<file path="config.mk">
export PLATFORM = sky130hd
export DESIGN_NAME = sfc_top
export DESIGN_NICKNAME = d
export VERILOG_FILES = /design/src/design/sfc_pkg.sv /design/src/design/sfc_buf.sv /design/src/design/sfc_top.sv
export VERILOG_INCLUDE_DIRS = /design/src /design/src/design
export SDC_FILE = /design/constraint.sdc
export NUM_CORES = 1
export LEC_CHECK = 0
export BUFFER_PORTS_ARGS = -buffer_cell sky130_fd_sc_hd__buf_2
export CORE_MARGIN = 5
export CORE_UTILIZATION = 30
export CTS_BUF_LIST = sky130_fd_sc_hd__clkbuf_4 sky130_fd_sc_hd__clkbuf_8 sky130_fd_sc_hd__clkbuf_16
export DETAILED_ROUTE_END_ITERATION = 12
export PLACE_DENSITY = 0.52
export SYNTH_ARGS = -nofsm -noshare
export SYNTH_HDL_FRONTEND = slang
export SYNTH_HIERARCHICAL = 1
export SYNTH_SLANG_ARGS = --single-unit
</file>
<file path="constraint.sdc">
create_clock -name ref_clk -period 101.3 [get_ports ref_clk]
set_input_delay 5.065 -clock ref_clk [delete_from_list [all_inputs] [get_ports ref_clk]]
set_output_delay 5.065 -clock ref_clk [all_outputs]
set_load 0.01 [all_outputs]
</file>
<file path="src/design/sfc_consts.svh">
// Constants of the serial port with character flow control
`ifndef SFC_CONSTS_SVH
`define SFC_CONSTS_SVH
`define SFC_CLK_HZ 100000000
`define SFC_DC1 8'h11
`define SFC_DC2 8'h12
`define SFC_DC3 8'h13
`define SFC_DC4 8'h14
`define SFC_LATE_LIMIT 4'ha
`define SFC_BITS_ONE_STOP 4'ha
`define SFC_BITS_TWO_STOP 4'hb
`define SFC_BAUD_0 50
`define SFC_BAUD_1 100
`define SFC_BAUD_2 110
`define SFC_BAUD_3 150
`define SFC_BAUD_4 200
`define SFC_BAUD_5 300
`define SFC_BAUD_6 600
`define SFC_BAUD_7 1200
`define SFC_BAUD_8 2400
`define SFC_BAUD_9 4800
`define SFC_BAUD_10 9600
`endif

</file>
<file path="src/design/sfc_pkg.sv">
// Types of the serial port with character flow control
`default_nettype none
package sfc_pkg;
    typedef enum logic [2:0] {
        SFC_MODE_IDLE = 3'h1,
        SFC_MODE_READ = 3'h2,
        SFC_MODE_PUNCH = 3'h4
    } sfc_mode_e;
    typedef enum logic [1:0] {
        SFC_TX_IDLE = 2'h1,
        SFC_TX_SHIFT = 2'h2
    } sfc_tx_e;
    typedef enum logic [3:0] {
        SFC_RX_IDLE = 4'h1,
        SFC_RX_START = 4'h2,
        SFC_RX_DATA = 4'h4,
        SFC_RX_STOP = 4'h8
    } sfc_rx_e;
    typedef struct packed {
        logic late;
        logic [7:0] data;
    } sfc_rx_s;
endpackage : sfc_pkg
`default_nettype wire

</file>
<file path="src/design/sfc_buf.sv">
// Two-entry buffer with registered valid and ready
`default_nettype none
module sfc_buf #(
    parameter int unsigned W = 9
) (
    input wire logic ref_clk,
    input wire logic reset,
    input wire logic in_valid,
    input wire logic [W-1:0] in_data,
    output logic in_ready,
    output logic out_valid,
    output logic [W-1:0] out_data,
    input wire logic out_ready
);
    logic [1:0] cnt;
    logic [1:0] next_cnt;
    logic [W-1:0] spare;
    logic [W-1:0] next_spare;
    logic [W-1:0] next_out_data;
    logic push;
    logic pop;

    // Head word sits in out_data, second word in spare
    always_comb
    begin
        push = in_valid && in_ready;
        pop = out_valid && out_ready;
        next_cnt = cnt;
        next_spare = spare;
        next_out_data = out_data;
        if (push && pop)
        begin
            if (cnt == 2'h1)
                next_out_data = in_data;
            else
            begin
                next_out_data = spare;
                next_spare = in_data;
            end
        end
        else if (pop)
        begin
            next_out_data = spare;
            next_cnt = cnt - 2'h1;
        end
        else if (push)
        begin
            if (cnt == 2'h0)
                next_out_data = in_data;
            else
                next_spare = in_data;
            next_cnt = cnt + 2'h1;
        end
    end

    always_ff @(posedge ref_clk)
    begin
        if (reset)
        begin
            cnt <= 2'h0;
            spare <= '0;
            out_data <= '0;
            out_valid <= 1'b0;
            in_ready <= 1'b0;
        end
        else
        begin
            cnt <= next_cnt;
            spare <= next_spare;
            out_data <= next_out_data;
            out_valid <= (next_cnt != 2'h0);
            in_ready <= (next_cnt != 2'h2);
        end
    end
endmodule : sfc_buf
`default_nettype wire

</file>
<file path="src/design/sfc_top.sv">
// Serial port with DC1..DC4 character flow control and clear-to-send pacing
`default_nettype none
`include "sfc_consts.svh"
module sfc_top #(
    parameter int unsigned CLK_HZ = `SFC_CLK_HZ
) (
    input wire logic ref_clk,
    input wire logic reset,
    input wire logic [3:0] baud_sel,
    input wire logic two_stop,
    input wire logic rxd,
    output logic txd,
    input wire logic cts,
    input wire logic read_start,
    input wire logic read_hold,
    input wire logic read_done,
    output sfc_pkg::sfc_rx_s rx_char,
    output logic rx_valid,
    input wire logic rx_ready,
    input wire logic punch_start,
    input wire logic [7:0] punch_data,
    input wire logic punch_valid,
    output logic punch_ready,
    input wire logic punch_end,
    input wire logic alarm_clear,
    output logic overrun_alarm
);
    import sfc_pkg::*;

    // Cycles per bit for a rate code; unknown codes run at the top rate
    function automatic logic [31:0] bit_cycles(input logic [3:0] sel);
        int unsigned baud;
        case (sel)
            4'h0: baud = `SFC_BAUD_0;
            4'h1: baud = `SFC_BAUD_1;
            4'h2: baud = `SFC_BAUD_2;
            4'h3: baud = `SFC_BAUD_3;
            4'h4: baud = `SFC_BAUD_4;
            4'h5: baud = `SFC_BAUD_5;
            4'h6: baud = `SFC_BAUD_6;
            4'h7: baud = `SFC_BAUD_7;
            4'h8: baud = `SFC_BAUD_8;
            4'h9: baud = `SFC_BAUD_9;
            default: baud = `SFC_BAUD_10;
        endcase
        return 32'(CLK_HZ / baud);
    endfunction : bit_cycles

    sfc_rx_e rx_st, next_rx_st;
    logic [31:0] rx_tmr, next_rx_tmr;
    logic [2:0] rx_bit, next_rx_bit;
    logic [7:0] rx_sh, next_rx_sh;
    logic rx_done, next_rx_done;
    sfc_mode_e mode, next_mode;
    logic [3:0] pend, next_pend;
    logic local_pause, next_local_pause;
    logic peer_pause, next_peer_pause;
    logic [3:0] late_cnt, next_late_cnt;
    logic end_req, next_end_req;
    logic next_alarm;
    logic pause_want;
    logic buf_in_ready;
    sfc_tx_e tx_st, next_tx_st;
    logic [31:0] tx_tmr, next_tx_tmr;
    logic [10:0] tx_sh, next_tx_sh;
    logic [3:0] tx_cnt, next_tx_cnt;
    logic next_txd;
    logic [7:0] hold, next_hold;
    logic hold_valid, next_hold_valid;
    logic [3:0] tx_take;
    logic [7:0] tx_code;

    // Receiver: mid-bit sampling, frames with a bad stop bit are dropped
    always_comb
    begin
        next_rx_st = rx_st;
        next_rx_tmr = rx_tmr;
        next_rx_bit = rx_bit;
        next_rx_sh = rx_sh;
        next_rx_done = 1'b0;
        case (rx_st)
            SFC_RX_IDLE:
                if (!rxd)
                begin
                    next_rx_tmr = bit_cycles(baud_sel) >> 1;
                    next_rx_st = SFC_RX_START;
                end
            SFC_RX_START:
                if (rx_tmr != 32'h0)
                    next_rx_tmr = rx_tmr - 32'h1;
                else if (rxd)
                    next_rx_st = SFC_RX_IDLE;
                else
                begin
                    next_rx_tmr = bit_cycles(baud_sel) - 32'h1;
                    next_rx_bit = 3'h0;
                    next_rx_st = SFC_RX_DATA;
                end
            SFC_RX_DATA:
                if (rx_tmr != 32'h0)
                    next_rx_tmr = rx_tmr - 32'h1;
                else
                begin
                    next_rx_sh = {rxd, rx_sh[7:1]};
                    next_rx_tmr = bit_cycles(baud_sel) - 32'h1;
                    next_rx_bit = rx_bit + 3'h1;
                    if (rx_bit == 3'h7)
                        next_rx_st = SFC_RX_STOP;
                end
            SFC_RX_STOP:
                if (rx_tmr != 32'h0)
                    next_rx_tmr = rx_tmr - 32'h1;
                else
                begin
                    next_rx_done = rxd;
                    next_rx_st = SFC_RX_IDLE;
                end
            default:
                next_rx_st = SFC_RX_IDLE;
        endcase
    end

    always_ff @(posedge ref_clk)
    begin
        if (reset)
        begin
            rx_st <= SFC_RX_IDLE;
            rx_tmr <= 32'h0;
            rx_bit <= 3'h0;
            rx_sh <= 8'h00;
            rx_done <= 1'b0;
        end
        else
        begin
            rx_st <= next_rx_st;
            rx_tmr <= next_rx_tmr;
            rx_bit <= next_rx_bit;
            rx_sh <= next_rx_sh;
            rx_done <= next_rx_done;
        end
    end

    // Received characters of a read pass through the two-entry buffer
    sfc_buf #(
        .W($bits(sfc_rx_s))
    ) u_rx_buf (
        .ref_clk(ref_clk),
        .reset(reset),
        .in_valid(rx_done && mode == SFC_MODE_READ),
        .in_data({local_pause, rx_sh}),
        .in_ready(buf_in_ready),
        .out_valid(rx_valid),
        .out_data(rx_char),
        .out_ready(rx_ready)
    );

    // Flow control: transfer mode, pending codes, pauses and the alarm
    always_comb
    begin
        pause_want = read_hold || !buf_in_ready;
        next_mode = mode;
        next_pend = pend & ~tx_take;
        next_local_pause = local_pause;
        next_peer_pause = peer_pause;
        next_late_cnt = late_cnt;
        next_end_req = end_req;
        next_alarm = overrun_alarm && !alarm_clear;
        if (rx_done && local_pause)
        begin
            if (late_cnt == `SFC_LATE_LIMIT)
                next_alarm = 1'b1;
            else
                next_late_cnt = late_cnt + 4'h1;
        end
        case (mode)
            SFC_MODE_IDLE:
                if (read_start)
                begin
                    next_mode = SFC_MODE_READ;
                    next_pend = {next_pend[3], 1'b0, next_pend[1], 1'b1};
                    next_local_pause = 1'b0;
                end
                else if (punch_start)
                begin
                    next_mode = SFC_MODE_PUNCH;
                    next_pend[1] = 1'b1;
                    next_peer_pause = 1'b0;
                    next_end_req = 1'b0;
                end
            SFC_MODE_READ:
                if (read_done)
                begin
                    next_mode = SFC_MODE_IDLE;
                    next_pend = {next_pend[3], 1'b1, next_pend[1], 1'b0};
                    next_local_pause = 1'b0;
                end
                else if (pause_want && !local_pause)
                begin
                    next_pend = {next_pend[3], 1'b1, next_pend[1], 1'b0};
                    next_local_pause = 1'b1;
                    next_late_cnt = 4'h0;
                end
                else if (!pause_want && local_pause)
                begin
                    next_pend = {next_pend[3], 1'b0, next_pend[1], 1'b1};
                    next_local_pause = 1'b0;
                end
            SFC_MODE_PUNCH:
            begin
                if (rx_done && rx_sh == `SFC_DC3)
                    next_peer_pause = 1'b1;
                else if (rx_done && rx_sh == `SFC_DC1)
                    next_peer_pause = 1'b0;
                if (punch_end)
                    next_end_req = 1'b1;
                if (end_req && !hold_valid)
                begin
                    next_pend[3] = 1'b1;
                    next_mode = SFC_MODE_IDLE;
                end
            end
            default:
                next_mode = SFC_MODE_IDLE;
        endcase
    end

    always_ff @(posedge ref_clk)
    begin
        if (reset)
        begin
            mode <= SFC_MODE_IDLE;
            pend <= 4'h0;
            local_pause <= 1'b0;
            peer_pause <= 1'b0;
            late_cnt <= 4'h0;
            end_req <= 1'b0;
            overrun_alarm <= 1'b0;
        end
        else
        begin
            mode <= next_mode;
            pend <= next_pend;
            local_pause <= next_local_pause;
            peer_pause <= next_peer_pause;
            late_cnt <= next_late_cnt;
            end_req <= next_end_req;
            overrun_alarm <= next_alarm;
        end
    end

    // Transmitter: codes first, then data paced by clear-to-send and DC3
    always_comb
    begin
        next_tx_st = tx_st;
        next_tx_tmr = tx_tmr;
        next_tx_sh = tx_sh;
        next_tx_cnt = tx_cnt;
        next_txd = txd;
        next_hold = hold;
        next_hold_valid = hold_valid;
        tx_take = 4'h0;
        tx_code = hold;
        if (pend[1])
            tx_code = `SFC_DC2;
        else if (pend[2])
            tx_code = `SFC_DC3;
        else if (pend[0])
            tx_code = `SFC_DC1;
        else if (pend[3])
            tx_code = `SFC_DC4;
        case (tx_st)
            SFC_TX_IDLE:
            begin
                next_txd = 1'b1;
                if (pend != 4'h0 || (hold_valid && cts && !peer_pause))
                begin
                    if (pend[1])
                        tx_take = 4'h2;
                    else if (pend[2])
                        tx_take = 4'h4;
                    else if (pend[0])
                        tx_take = 4'h1;
                    else if (pend[3])
                        tx_take = 4'h8;
                    else
                        next_hold_valid = 1'b0;
                    next_tx_sh = {2'b11, tx_code, 1'b0};
                    next_tx_cnt = two_stop ? `SFC_BITS_TWO_STOP : `SFC_BITS_ONE_STOP;
                    next_tx_tmr = bit_cycles(baud_sel) - 32'h1;
                    next_txd = 1'b0;
                    next_tx_st = SFC_TX_SHIFT;
                end
            end
            SFC_TX_SHIFT:
                if (tx_tmr != 32'h0)
                    next_tx_tmr = tx_tmr - 32'h1;
                else if (tx_cnt == 4'h1)
                begin
                    next_txd = 1'b1;
                    next_tx_st = SFC_TX_IDLE;
                end
                else
                begin
                    next_tx_cnt = tx_cnt - 4'h1;
                    next_tx_sh = {1'b1, tx_sh[10:1]};
                    next_txd = tx_sh[1];
                    next_tx_tmr = bit_cycles(baud_sel) - 32'h1;
                end
            default:
                next_tx_st = SFC_TX_IDLE;
        endcase
        if (punch_valid && punch_ready)
        begin
            next_hold = punch_data;
            next_hold_valid = 1'b1;
        end
    end

    always_ff @(posedge ref_clk)
    begin
        if (reset)
        begin
            tx_st <= SFC_TX_IDLE;
            tx_tmr <= 32'h0;
            tx_sh <= 11'h7ff;
            tx_cnt <= 4'h0;
            txd <= 1'b1;
            hold <= 8'h00;
            hold_valid <= 1'b0;
            punch_ready <= 1'b0;
        end
        else
        begin
            tx_st <= next_tx_st;
            tx_tmr <= next_tx_tmr;
            tx_sh <= next_tx_sh;
            tx_cnt <= next_tx_cnt;
            txd <= next_txd;
            hold <= next_hold;
            hold_valid <= next_hold_valid;
            punch_ready <= next_mode == SFC_MODE_PUNCH && !next_end_req && !next_hold_valid;
        end
    end

    // Checks on flow control and framing
    property p_read_dc1;
        @(posedge ref_clk) disable iff (reset)
        mode == SFC_MODE_IDLE && read_start |=> pend[0] && mode == SFC_MODE_READ;
    endproperty
    a_read_dc1: assert property (p_read_dc1) else $error("no DC1 at read start");
    property p_pause_dc3;
        @(posedge ref_clk) disable iff (reset)
        mode == SFC_MODE_READ && !read_done && read_hold && !local_pause
            |=> pend[2] && !pend[0] && local_pause;
    endproperty
    a_pause_dc3: assert property (p_pause_dc3) else $error("no DC3 on hold");
    property p_alarm;
        @(posedge ref_clk) disable iff (reset)
        rx_done && local_pause && late_cnt == 4'ha |=> overrun_alarm;
    endproperty
    a_alarm: assert property (p_alarm) else $error("alarm missed");
    property p_resume_dc1;
        @(posedge ref_clk) disable iff (reset)
        mode == SFC_MODE_READ && !read_done && !read_hold && buf_in_ready && local_pause
            |=> pend[0] && !local_pause;
    endproperty
    a_resume_dc1: assert property (p_resume_dc1) else $error("no DC1 on resume");
    property p_done_dc3;
        @(posedge ref_clk) disable iff (reset)
        mode == SFC_MODE_READ && read_done |=> pend[2] && mode == SFC_MODE_IDLE;
    endproperty
    a_done_dc3: assert property (p_done_dc3) else $error("no DC3 at read end");
    property p_punch_dc2;
        @(posedge ref_clk) disable iff (reset)
        mode == SFC_MODE_IDLE && !read_start && punch_start |=> pend[1] ##1 !pend[1];
    endproperty
    a_punch_dc2: assert property (p_punch_dc2) else $error("DC2 not sent first");
    property p_cts_stop;
        @(posedge ref_clk) disable iff (reset)
        tx_st == SFC_TX_IDLE && pend == 4'h0 && (!cts || peer_pause)
            |=> tx_st == SFC_TX_IDLE && txd;
    endproperty
    a_cts_stop: assert property (p_cts_stop) else $error("sent while held");
    property p_data_go;
        @(posedge ref_clk) disable iff (reset)
        tx_st == SFC_TX_IDLE && pend == 4'h0 && hold_valid && cts && !peer_pause
            |=> tx_st == SFC_TX_SHIFT && !txd && tx_sh[8:1] == $past(hold);
    endproperty
    a_data_go: assert property (p_data_go) else $error("data not resumed");
    property p_dc3_pause;
        @(posedge ref_clk) disable iff (reset)
        mode == SFC_MODE_PUNCH && rx_done && rx_sh == 8'h13 |=> peer_pause;
    endproperty
    a_dc3_pause: assert property (p_dc3_pause) else $error("DC3 ignored");
    property p_dc1_go;
        @(posedge ref_clk) disable iff (reset)
        mode == SFC_MODE_PUNCH && rx_done && rx_sh == 8'h11 |=> !peer_pause;
    endproperty
    a_dc1_go: assert property (p_dc1_go) else $error("DC1 ignored");
    property p_end_dc4;
        @(posedge ref_clk) disable iff (reset)
        mode == SFC_MODE_PUNCH && end_req && !hold_valid |=> pend[3];
    endproperty
    a_end_dc4: assert property (p_end_dc4) else $error("no DC4 at end");
    property p_start_bit;
        @(posedge ref_clk) disable iff (reset)
        tx_take != 4'h0 |=> !txd && tx_st == SFC_TX_SHIFT;
    endproperty
    a_start_bit: assert property (p_start_bit) else $error("no start bit");
    c_read_pause: cover property (@(posedge ref_clk) local_pause ##1 !local_pause);
    c_alarm: cover property (@(posedge ref_clk) !overrun_alarm ##1 overrun_alarm);
    c_peer_pause: cover property (@(posedge ref_clk) peer_pause ##1 !peer_pause);
    c_dc4: cover property (@(posedge ref_clk) tx_take == 4'h8);
endmodule : sfc_top
`default_nettype wire

</file>
==> flow_metrics.env, run 1 <==
export IMPL_rrSetupSlack_ns=96.26
export IMPL_setup_viol=0
export IMPL_crit_slowest_cell="nor4b_1"
export IMPL_finalHoldViolCount=0
export IMPL_vias=32180
export IMPL_gp_congestion=0.872
export IMPL_vias_per_cell=5.74
export IMPL_htreeDepth=4
export IMPL_synthTopCellsByCount="nor2_1, a21oi_1, nand2_1"
export IMPL_grt_pass1_wl_um=161000
export IMPL_fin_tns_setup_ns=0
export IMPL_fp_dieW_um=327
export IMPL_synthTopCellsByArea="ha_1, dfxtp_1, a21oi_1"
export IMPL_clkLatencyLatePin_ns=0.43
export IMPL_tightest_slew_ns=1.16
export IMPL_avgSynthCellArea_um2=6.95
export IMPL_clock_path_buffers=2
export IMPL_fin_crit_sh=0.910
export IMPL_worstSetupPathType="in -> reg"
export IMPL_final_cell_area_um2=32500
export IMPL_antenna_found_initial=2
export IMPL_end_kind="flip-flop"
export IMPL_synth_main_ff_cell="dfxtp_1"
export IMPL_io_pins=38
export IMPL_clk_pin_slew_worst_paths_ns=0.06
export IMPL_core_um2=99900
export IMPL_yosysUniqueCellTypes=143
export IMPL_worstHoldEndpoint="tx_tmr[15]"
export IMPL_clock_skew_ns=0.0140
export IMPL_first_global_vias=29801
export IMPL_nets=4629
export IMPL_grt_use_total=0.179
export IMPL_post_dp_hpwl_um=76300
export IMPL_yosys_area_top_type_share=0.128
export IMPL_initial_core_util=0.302
export IMPL_fill_cells=10827
export IMPL_ant_nets=0
export IMPL_period_minus_slack_ns=92.18
export IMPL_crit_top_cell="a21o_1"
export IMPL_first_pass_iters=6
export IMPL_wire_per_inst_um=17.9
export IMPL_slew_headroom=0.218
export IMPL_drive_gt1_frac=0.0826
export IMPL_max_freq_ghz=0.0108
export IMPL_synthToLayoutAreaGrowth_pct=7.99
export IMPL_outcome="complete, no violations"
export IMPL_netlist_area_um2=30100
export IMPL_ys_seq_area_frac=0.0943
export IMPL_synth_edf_count=0
export IMPL_cp_required_ns=101.66
export IMPL_grt_max_degree=88
export IMPL_cpPeakStageDelay_ns=0.64
export IMPL_yosys_warnings=6
export IMPL_tritoncts="done"
export IMPL_r2r_start="rx_tmr[17]"
export IMPL_cp_max_fo=26
export IMPL_worstHoldPathType="reg -> reg"
export IMPL_die_area_um2=107000
export IMPL_ys_ff_latch=142
export IMPL_hold_depth=2
export IMPL_min_delay_start="tx_tmr[15]"
export IMPL_drt_iter0_drc=2394
export IMPL_maxSlewViolCount=0
export IMPL_async_reset_ff_frac=0
export IMPL_drc=0
export IMPL_drv_cap=0
export IMPL_yosys_area_top_type="ha_1"
export IMPL_wl_um=101000
export IMPL_yosysMostFrequentCell="nor2_1"
export IMPL_num_rows=116
export IMPL_cp_start_kind="input port"
export IMPL_root_buffer="clkbuf_16"
export IMPL_netlist_instances=4337
export IMPL_overflow=0
export IMPL_rr_worst_depth=15
export IMPL_io_buffers=37
export IMPL_place_area_um2=31800
export IMPL_cts_sinks=142
export IMPL_cts_buffers=17
export IMPL_arrival_ns=92.54
export IMPL_r2r_end="rx_tmr[13]"
export IMPL_die_h_um=327
export IMPL_rsz0062_at_grt="false"
worst max-delay path, delay by kind of cell:
kind            cells  cell delay [ns]
buf+inv            18             3.73
xor+xnor            3             0.55
mux                 5             1.85
fa+ha+maj          30             9.57
compound gates    220            44.72
simple gates      128            26.81
placed cells by master (no fill, tap or decap), types with 15 or more instances in the layout:
cell       Yosys  layout
nor2_1       499     496
a21oi_1      431     429
nand2_1      359     359
ha_1         308     308
o21ai_0      284     281
a21o_1       150     150
nor3_1       153     150
xnor2_1      145     145
inv_1        143     143
dfxtp_1      142     142
nand3_1      112     111
nand2b_1      99      99
xor2_1        90      90
o21a_1        84      84
a211oi_1      63      62
buf_4          2      61
o31ai_1       59      59
or3_1         57      57
and3_1        55      55
nor2b_1       55      54
and2_1        47      47
a31oi_1       46      46
nand4_1       46      46
mux2_2        46      46
mux2i_1       44      43
o211ai_1      42      42
buf_2         25      36
nor4_1        36      35
o22ai_1       34      34
or2_2         30      30
a211o_1       24      23
a221oi_1      20      20
o21ai_1       20      20
o21bai_1      20      20
or4_1         19      19
nand3b_1      18      18
a22oi_1       18      18
clkbuf_16      0      17
o221ai_1      15      15
stage by stage:
| stage | hold WS [ns] | setup slack, ns | util | instances |
|---|---|---|---|---|
| after floorplan | 0.426 | 14.48 | - | 4339 |
| after detailed placement | 0.444 | 8.01 | 0.319 | 5571 |
| after global placement | 0.443 | 9.67 | 0.319 | 5571 |
| after global routing | 0.473 | 0.193 | 0.326 | 5607 |
| final | 0.457 | 9.12 | 0.326 | 5609 |
| after CTS | 0.455 | 8.10 | 0.325 | 5603 |
worst max-delay path by stage:
stage,slack (ns),cells past startpoint,startpoint,to
floorplan,14.48,439,baud_sel[3],rx_tmr[14]
global placement,9.67,406,baud_sel[1],tx_tmr[14]
CTS,8.10,403,baud_sel[1],rx_tmr[14]
finish,9.12,404,baud_sel[1],tx_tmr[14]
global route,0.19,409,baud_sel[1],tx_tmr[14]
detailed placement,8.01,405,baud_sel[1],tx_tmr[14]
registers in the layout, indices dropped and copies added (netlist names), 8 cells and up:
| name | cells |
|---|---|
| rx_sh | 8 |
| tx_sh | 8 |
| rx_tmr | 32 |
| tx_tmr | 32 |
| u_rx_buf/spare | 9 |
| hold | 8 |
| u_rx_buf/out_data | 9 |
timing repair:
action | CTS | global route
setup buffers | 0 | 4
setup endpoints to repair | 0 | 30
hold buffers | 0 | 0
resized for setup | 0 | 6
area by class of cell:
class / count / area [µm²] / share of cell area
repair buffers: 97 / 638 / 0.0196
multi-input cells: 3893 / 26300 / 0.807
well taps: 1298 / 1620 / 0.0499
clock buffers: 18 / 439 / 0.0135
clock inverters: 14 / 196 / 0.00604
diodes: 2 / 5.00 / 0.000154
inverters: 145 / 544 / 0.0167
flip-flops and latches: 142 / 2840 / 0.0873
cell families after synthesis:
group                      after synthesis  synth area share
buffers and inverters                  304            0.0399
muxes                                   97            0.0355
and+or+nand+nor                       1689             0.283
adders and majority gates              308             0.128
xor gates and xnor gates               238            0.0701
other                                    1          0.000124
AOI/OAI and AO/OA                     1558             0.349
DFF                                    142            0.0943
per-layer routing:
layer  global-route usage  up-vias  wire length [µm]
met4               0.0324        2              1770
li1                     -    16232                 -
met5                    0        -                13
met1                0.255    15074             48800
met2                0.299      774             45200
met3               0.0148       98              4690
Power of run 1 is not shown: default switching activity piles up to over one toggle a cycle in this logic, so the estimate is an artifact.
==> inputs of run 2 (changes only) <==
--- a/config.mk
+++ b/config.mk
@@ -6,6 +6,7 @@
 export SDC_FILE = /design/constraint.sdc
 export NUM_CORES = 1
 export LEC_CHECK = 0
+export ABC_AREA = 1
 export BUFFER_PORTS_ARGS = -buffer_cell sky130_fd_sc_hd__buf_2
 export CORE_MARGIN = 5
 export CORE_UTILIZATION = 30
==> run 2 against run 1 <==
Synthesized cell count up 26%. Highest routed layer is now met4. Fmax up 26%. Count of clock-buffer cells in the layout unchanged. Worst setup slack improved by 19 ns. Routed wire length is 4.8% higher. Register-to-register slack better by 0.06 ns. First-iteration DRC count grew 5.3%. Cell count is 21% higher. Sequential cell count unchanged.
==> flow_metrics.env, run 2 <==
export IMPL_antenna_found_initial=3
export IMPL_grt_pass1_wl_um=169000
export IMPL_gp_congestion=0.911
export IMPL_netlist_area_um2=31000
export IMPL_slew_headroom=0.240
export IMPL_post_dp_hpwl_um=82700
export IMPL_setup_viol=0
export IMPL_cts_buffers=17
export IMPL_fp_dieW_um=332
export IMPL_fin_tns_setup_ns=0
export IMPL_drc=0
export IMPL_fill_cells=11692
export IMPL_synthToLayoutAreaGrowth_pct=6.94
export IMPL_die_area_um2=110000
export IMPL_first_pass_iters=7
export IMPL_async_reset_ff_frac=0
export IMPL_outcome="complete, no violations"
export IMPL_num_rows=118
export IMPL_wl_met3_um=4010
export IMPL_hold_buffers=0
export IMPL_tightest_slew_ns=1.14
export IMPL_drv_cap=0
export IMPL_end_kind="flip-flop"
export IMPL_core_um2=103000
export IMPL_period_minus_slack_ns=73.31
export IMPL_cts_resized=0
export IMPL_wire_per_inst_um=15.5
export IMPL_io_buffers=37
export IMPL_yosys_warnings=6
export IMPL_root_buffer="clkbuf_16"
export IMPL_crit_slowest_cell="nor3_1"
export IMPL_max_freq_ghz=0.0136
export IMPL_ys_ff_latch=142
export IMPL_netlist_instances=5456
export IMPL_finalHoldViolCount=0
export IMPL_htreeDepth=4
export IMPL_yosys_area_top_type="nand2_1"
export IMPL_cp_start_kind="input port"
export IMPL_cp_required_ns=101.66
export IMPL_yosys_area_top_type_share=0.166
export IMPL_io_pins=38
export IMPL_overflow=0
export IMPL_cts_setup_buffers=0
export IMPL_synth_main_ff_cell="dfxtp_1"
export IMPL_drt_iter0_drc=2520
export IMPL_synthTopCellsByArea="nand2_1, ha_1, dfxtp_1"
export IMPL_ys_seq_area_frac=0.0916
export IMPL_mostFrequentLayoutCells="nand2_1, inv_1, nor2_1"
export IMPL_avgSynthCellArea_um2=5.69
export IMPL_wl_um=105000
export IMPL_cts_sinks=142
export IMPL_yosysMostFrequentCell="nand2_1"
export IMPL_vias=34490
export IMPL_worstSetupPathType="in -> reg"
export IMPL_nets=5751
export IMPL_final_common_cell="nand2_1"
export IMPL_yosysUniqueCellTypes=67
export IMPL_worstHoldPathType="reg -> reg"
export IMPL_tritoncts="done"
export IMPL_grt_use_total=0.183
export IMPL_wl_met1_um=51800
export IMPL_synth_edf_count=0
export IMPL_drive_gt1_frac=0.0637
export IMPL_fin_crit_sh=0.724
export IMPL_maxSlewViolCount=0
export IMPL_clock_skew_ns=0.0101
export IMPL_ant_nets=0
export IMPL_crit_top_cell="nand2_1"
export IMPL_arrival_ns=73.67
export IMPL_clock_path_buffers=2
export IMPL_wl_met2_um=47200
export IMPL_clk_pin_slew_worst_paths_ns=0.06
export IMPL_synthTopCellsByCount="nand2_1, inv_1, nor2_1"
export IMPL_vias_per_cell=5.06
export IMPL_grt_max_degree=69
export IMPL_initial_core_util=0.301
export IMPL_first_global_vias=31814
export IMPL_cp_max_fo=37
export IMPL_die_h_um=332
export IMPL_top_regs="rx_tmr x32, tx_tmr x32"
export IMPL_clkLatencyLatePin_ns=0.47
export IMPL_cpPeakStageDelay_ns=0.75
export IMPL_rsz0062_at_grt="false"
export IMPL_highest_layer="met4"
[run 2: path summary, 6_finish.rpt]
path	startpoint	endpoint	slack (ns)	cells past startpoint
max	baud_sel[1]	rx_tmr[14]	27.99	397
min	tx_sh[3]	tx_sh[3]	0.46	2
max reg2reg	rx_tmr[0]	rx_tmr[1]	96.32	20
min reg2reg	tx_sh[3]	tx_sh[3]	0.46	2
[run 2: area by class of cell]
type	instances	area (µm²)	share of cell area
multi-input combinational	4422	24700	0.744
inverter	768	2880	0.0868
sequential	142	2840	0.0856
tap	1380	1730	0.0520
clock buffer	18	433	0.0130
timing repair buffer	67	410	0.0124
clock inverter	12	186	0.00562
antenna	2	5.00	0.000151
[run 2: through the flow]
stage / setup slack, ns / cell area, µm² / hold WS, ns / instances / util
6_report: 27.99 / 33200 / 0.456 / 6811 / 0.322
5_1_grt: 19.01 / 33200 / 0.493 / 6809 / 0.322
4_1_cts: 28.19 / 33200 / 0.457 / 6809 / 0.322
3_5_place_dp: 27.96 / 32600 / 0.441 / 6779 / 0.316
3_3_place_gp: 29.42 / 32600 / 0.435 / 6779 / 0.316
2_1_floorplan: 35.49 / 31100 / 0.424 / 5458 / -
[run 2: cells by family (layout without fill, tap and decap cells)]
| kind of cell | count (synthesis) | in the layout | share of synthesized area |
|---|---|---|---|
| xor gates and xnor gates | 286 | 286 | 0.0807 |
| DFF | 142 | 142 | 0.0916 |
| AOI/OAI and AO/OA | 1056 | 1056 | 0.190 |
| other | 1 | 5 | 0.000121 |
| and+or+nand+nor | 2769 | 2769 | 0.400 |
| buffers and inverters | 894 | 865 | 0.114 |
| adders and majority gates | 308 | 308 | 0.124 |
[run 2: per-layer routing]
metal	vias to the layer above	global-route usage
met3	113	0.0128
met2	688	0.305
met1	15673	0.259
met5	-	0
li1	18016	-
met4	0	0.0438
[run 2: worst max-delay path, delay by kind of cell]
| family | cells | cell delay [ns] |
|---|---|---|
| AO/OA/AOI/OAI | 140 | 24.40 |
| buffers and inverters | 64 | 8.71 |
| AND/OR/NAND/NOR | 160 | 24.45 |
| adder cells (fa/ha/maj) | 30 | 10.15 |
| XOR/XNOR | 3 | 0.62 |
Power of run 2 is left out for the same reason.
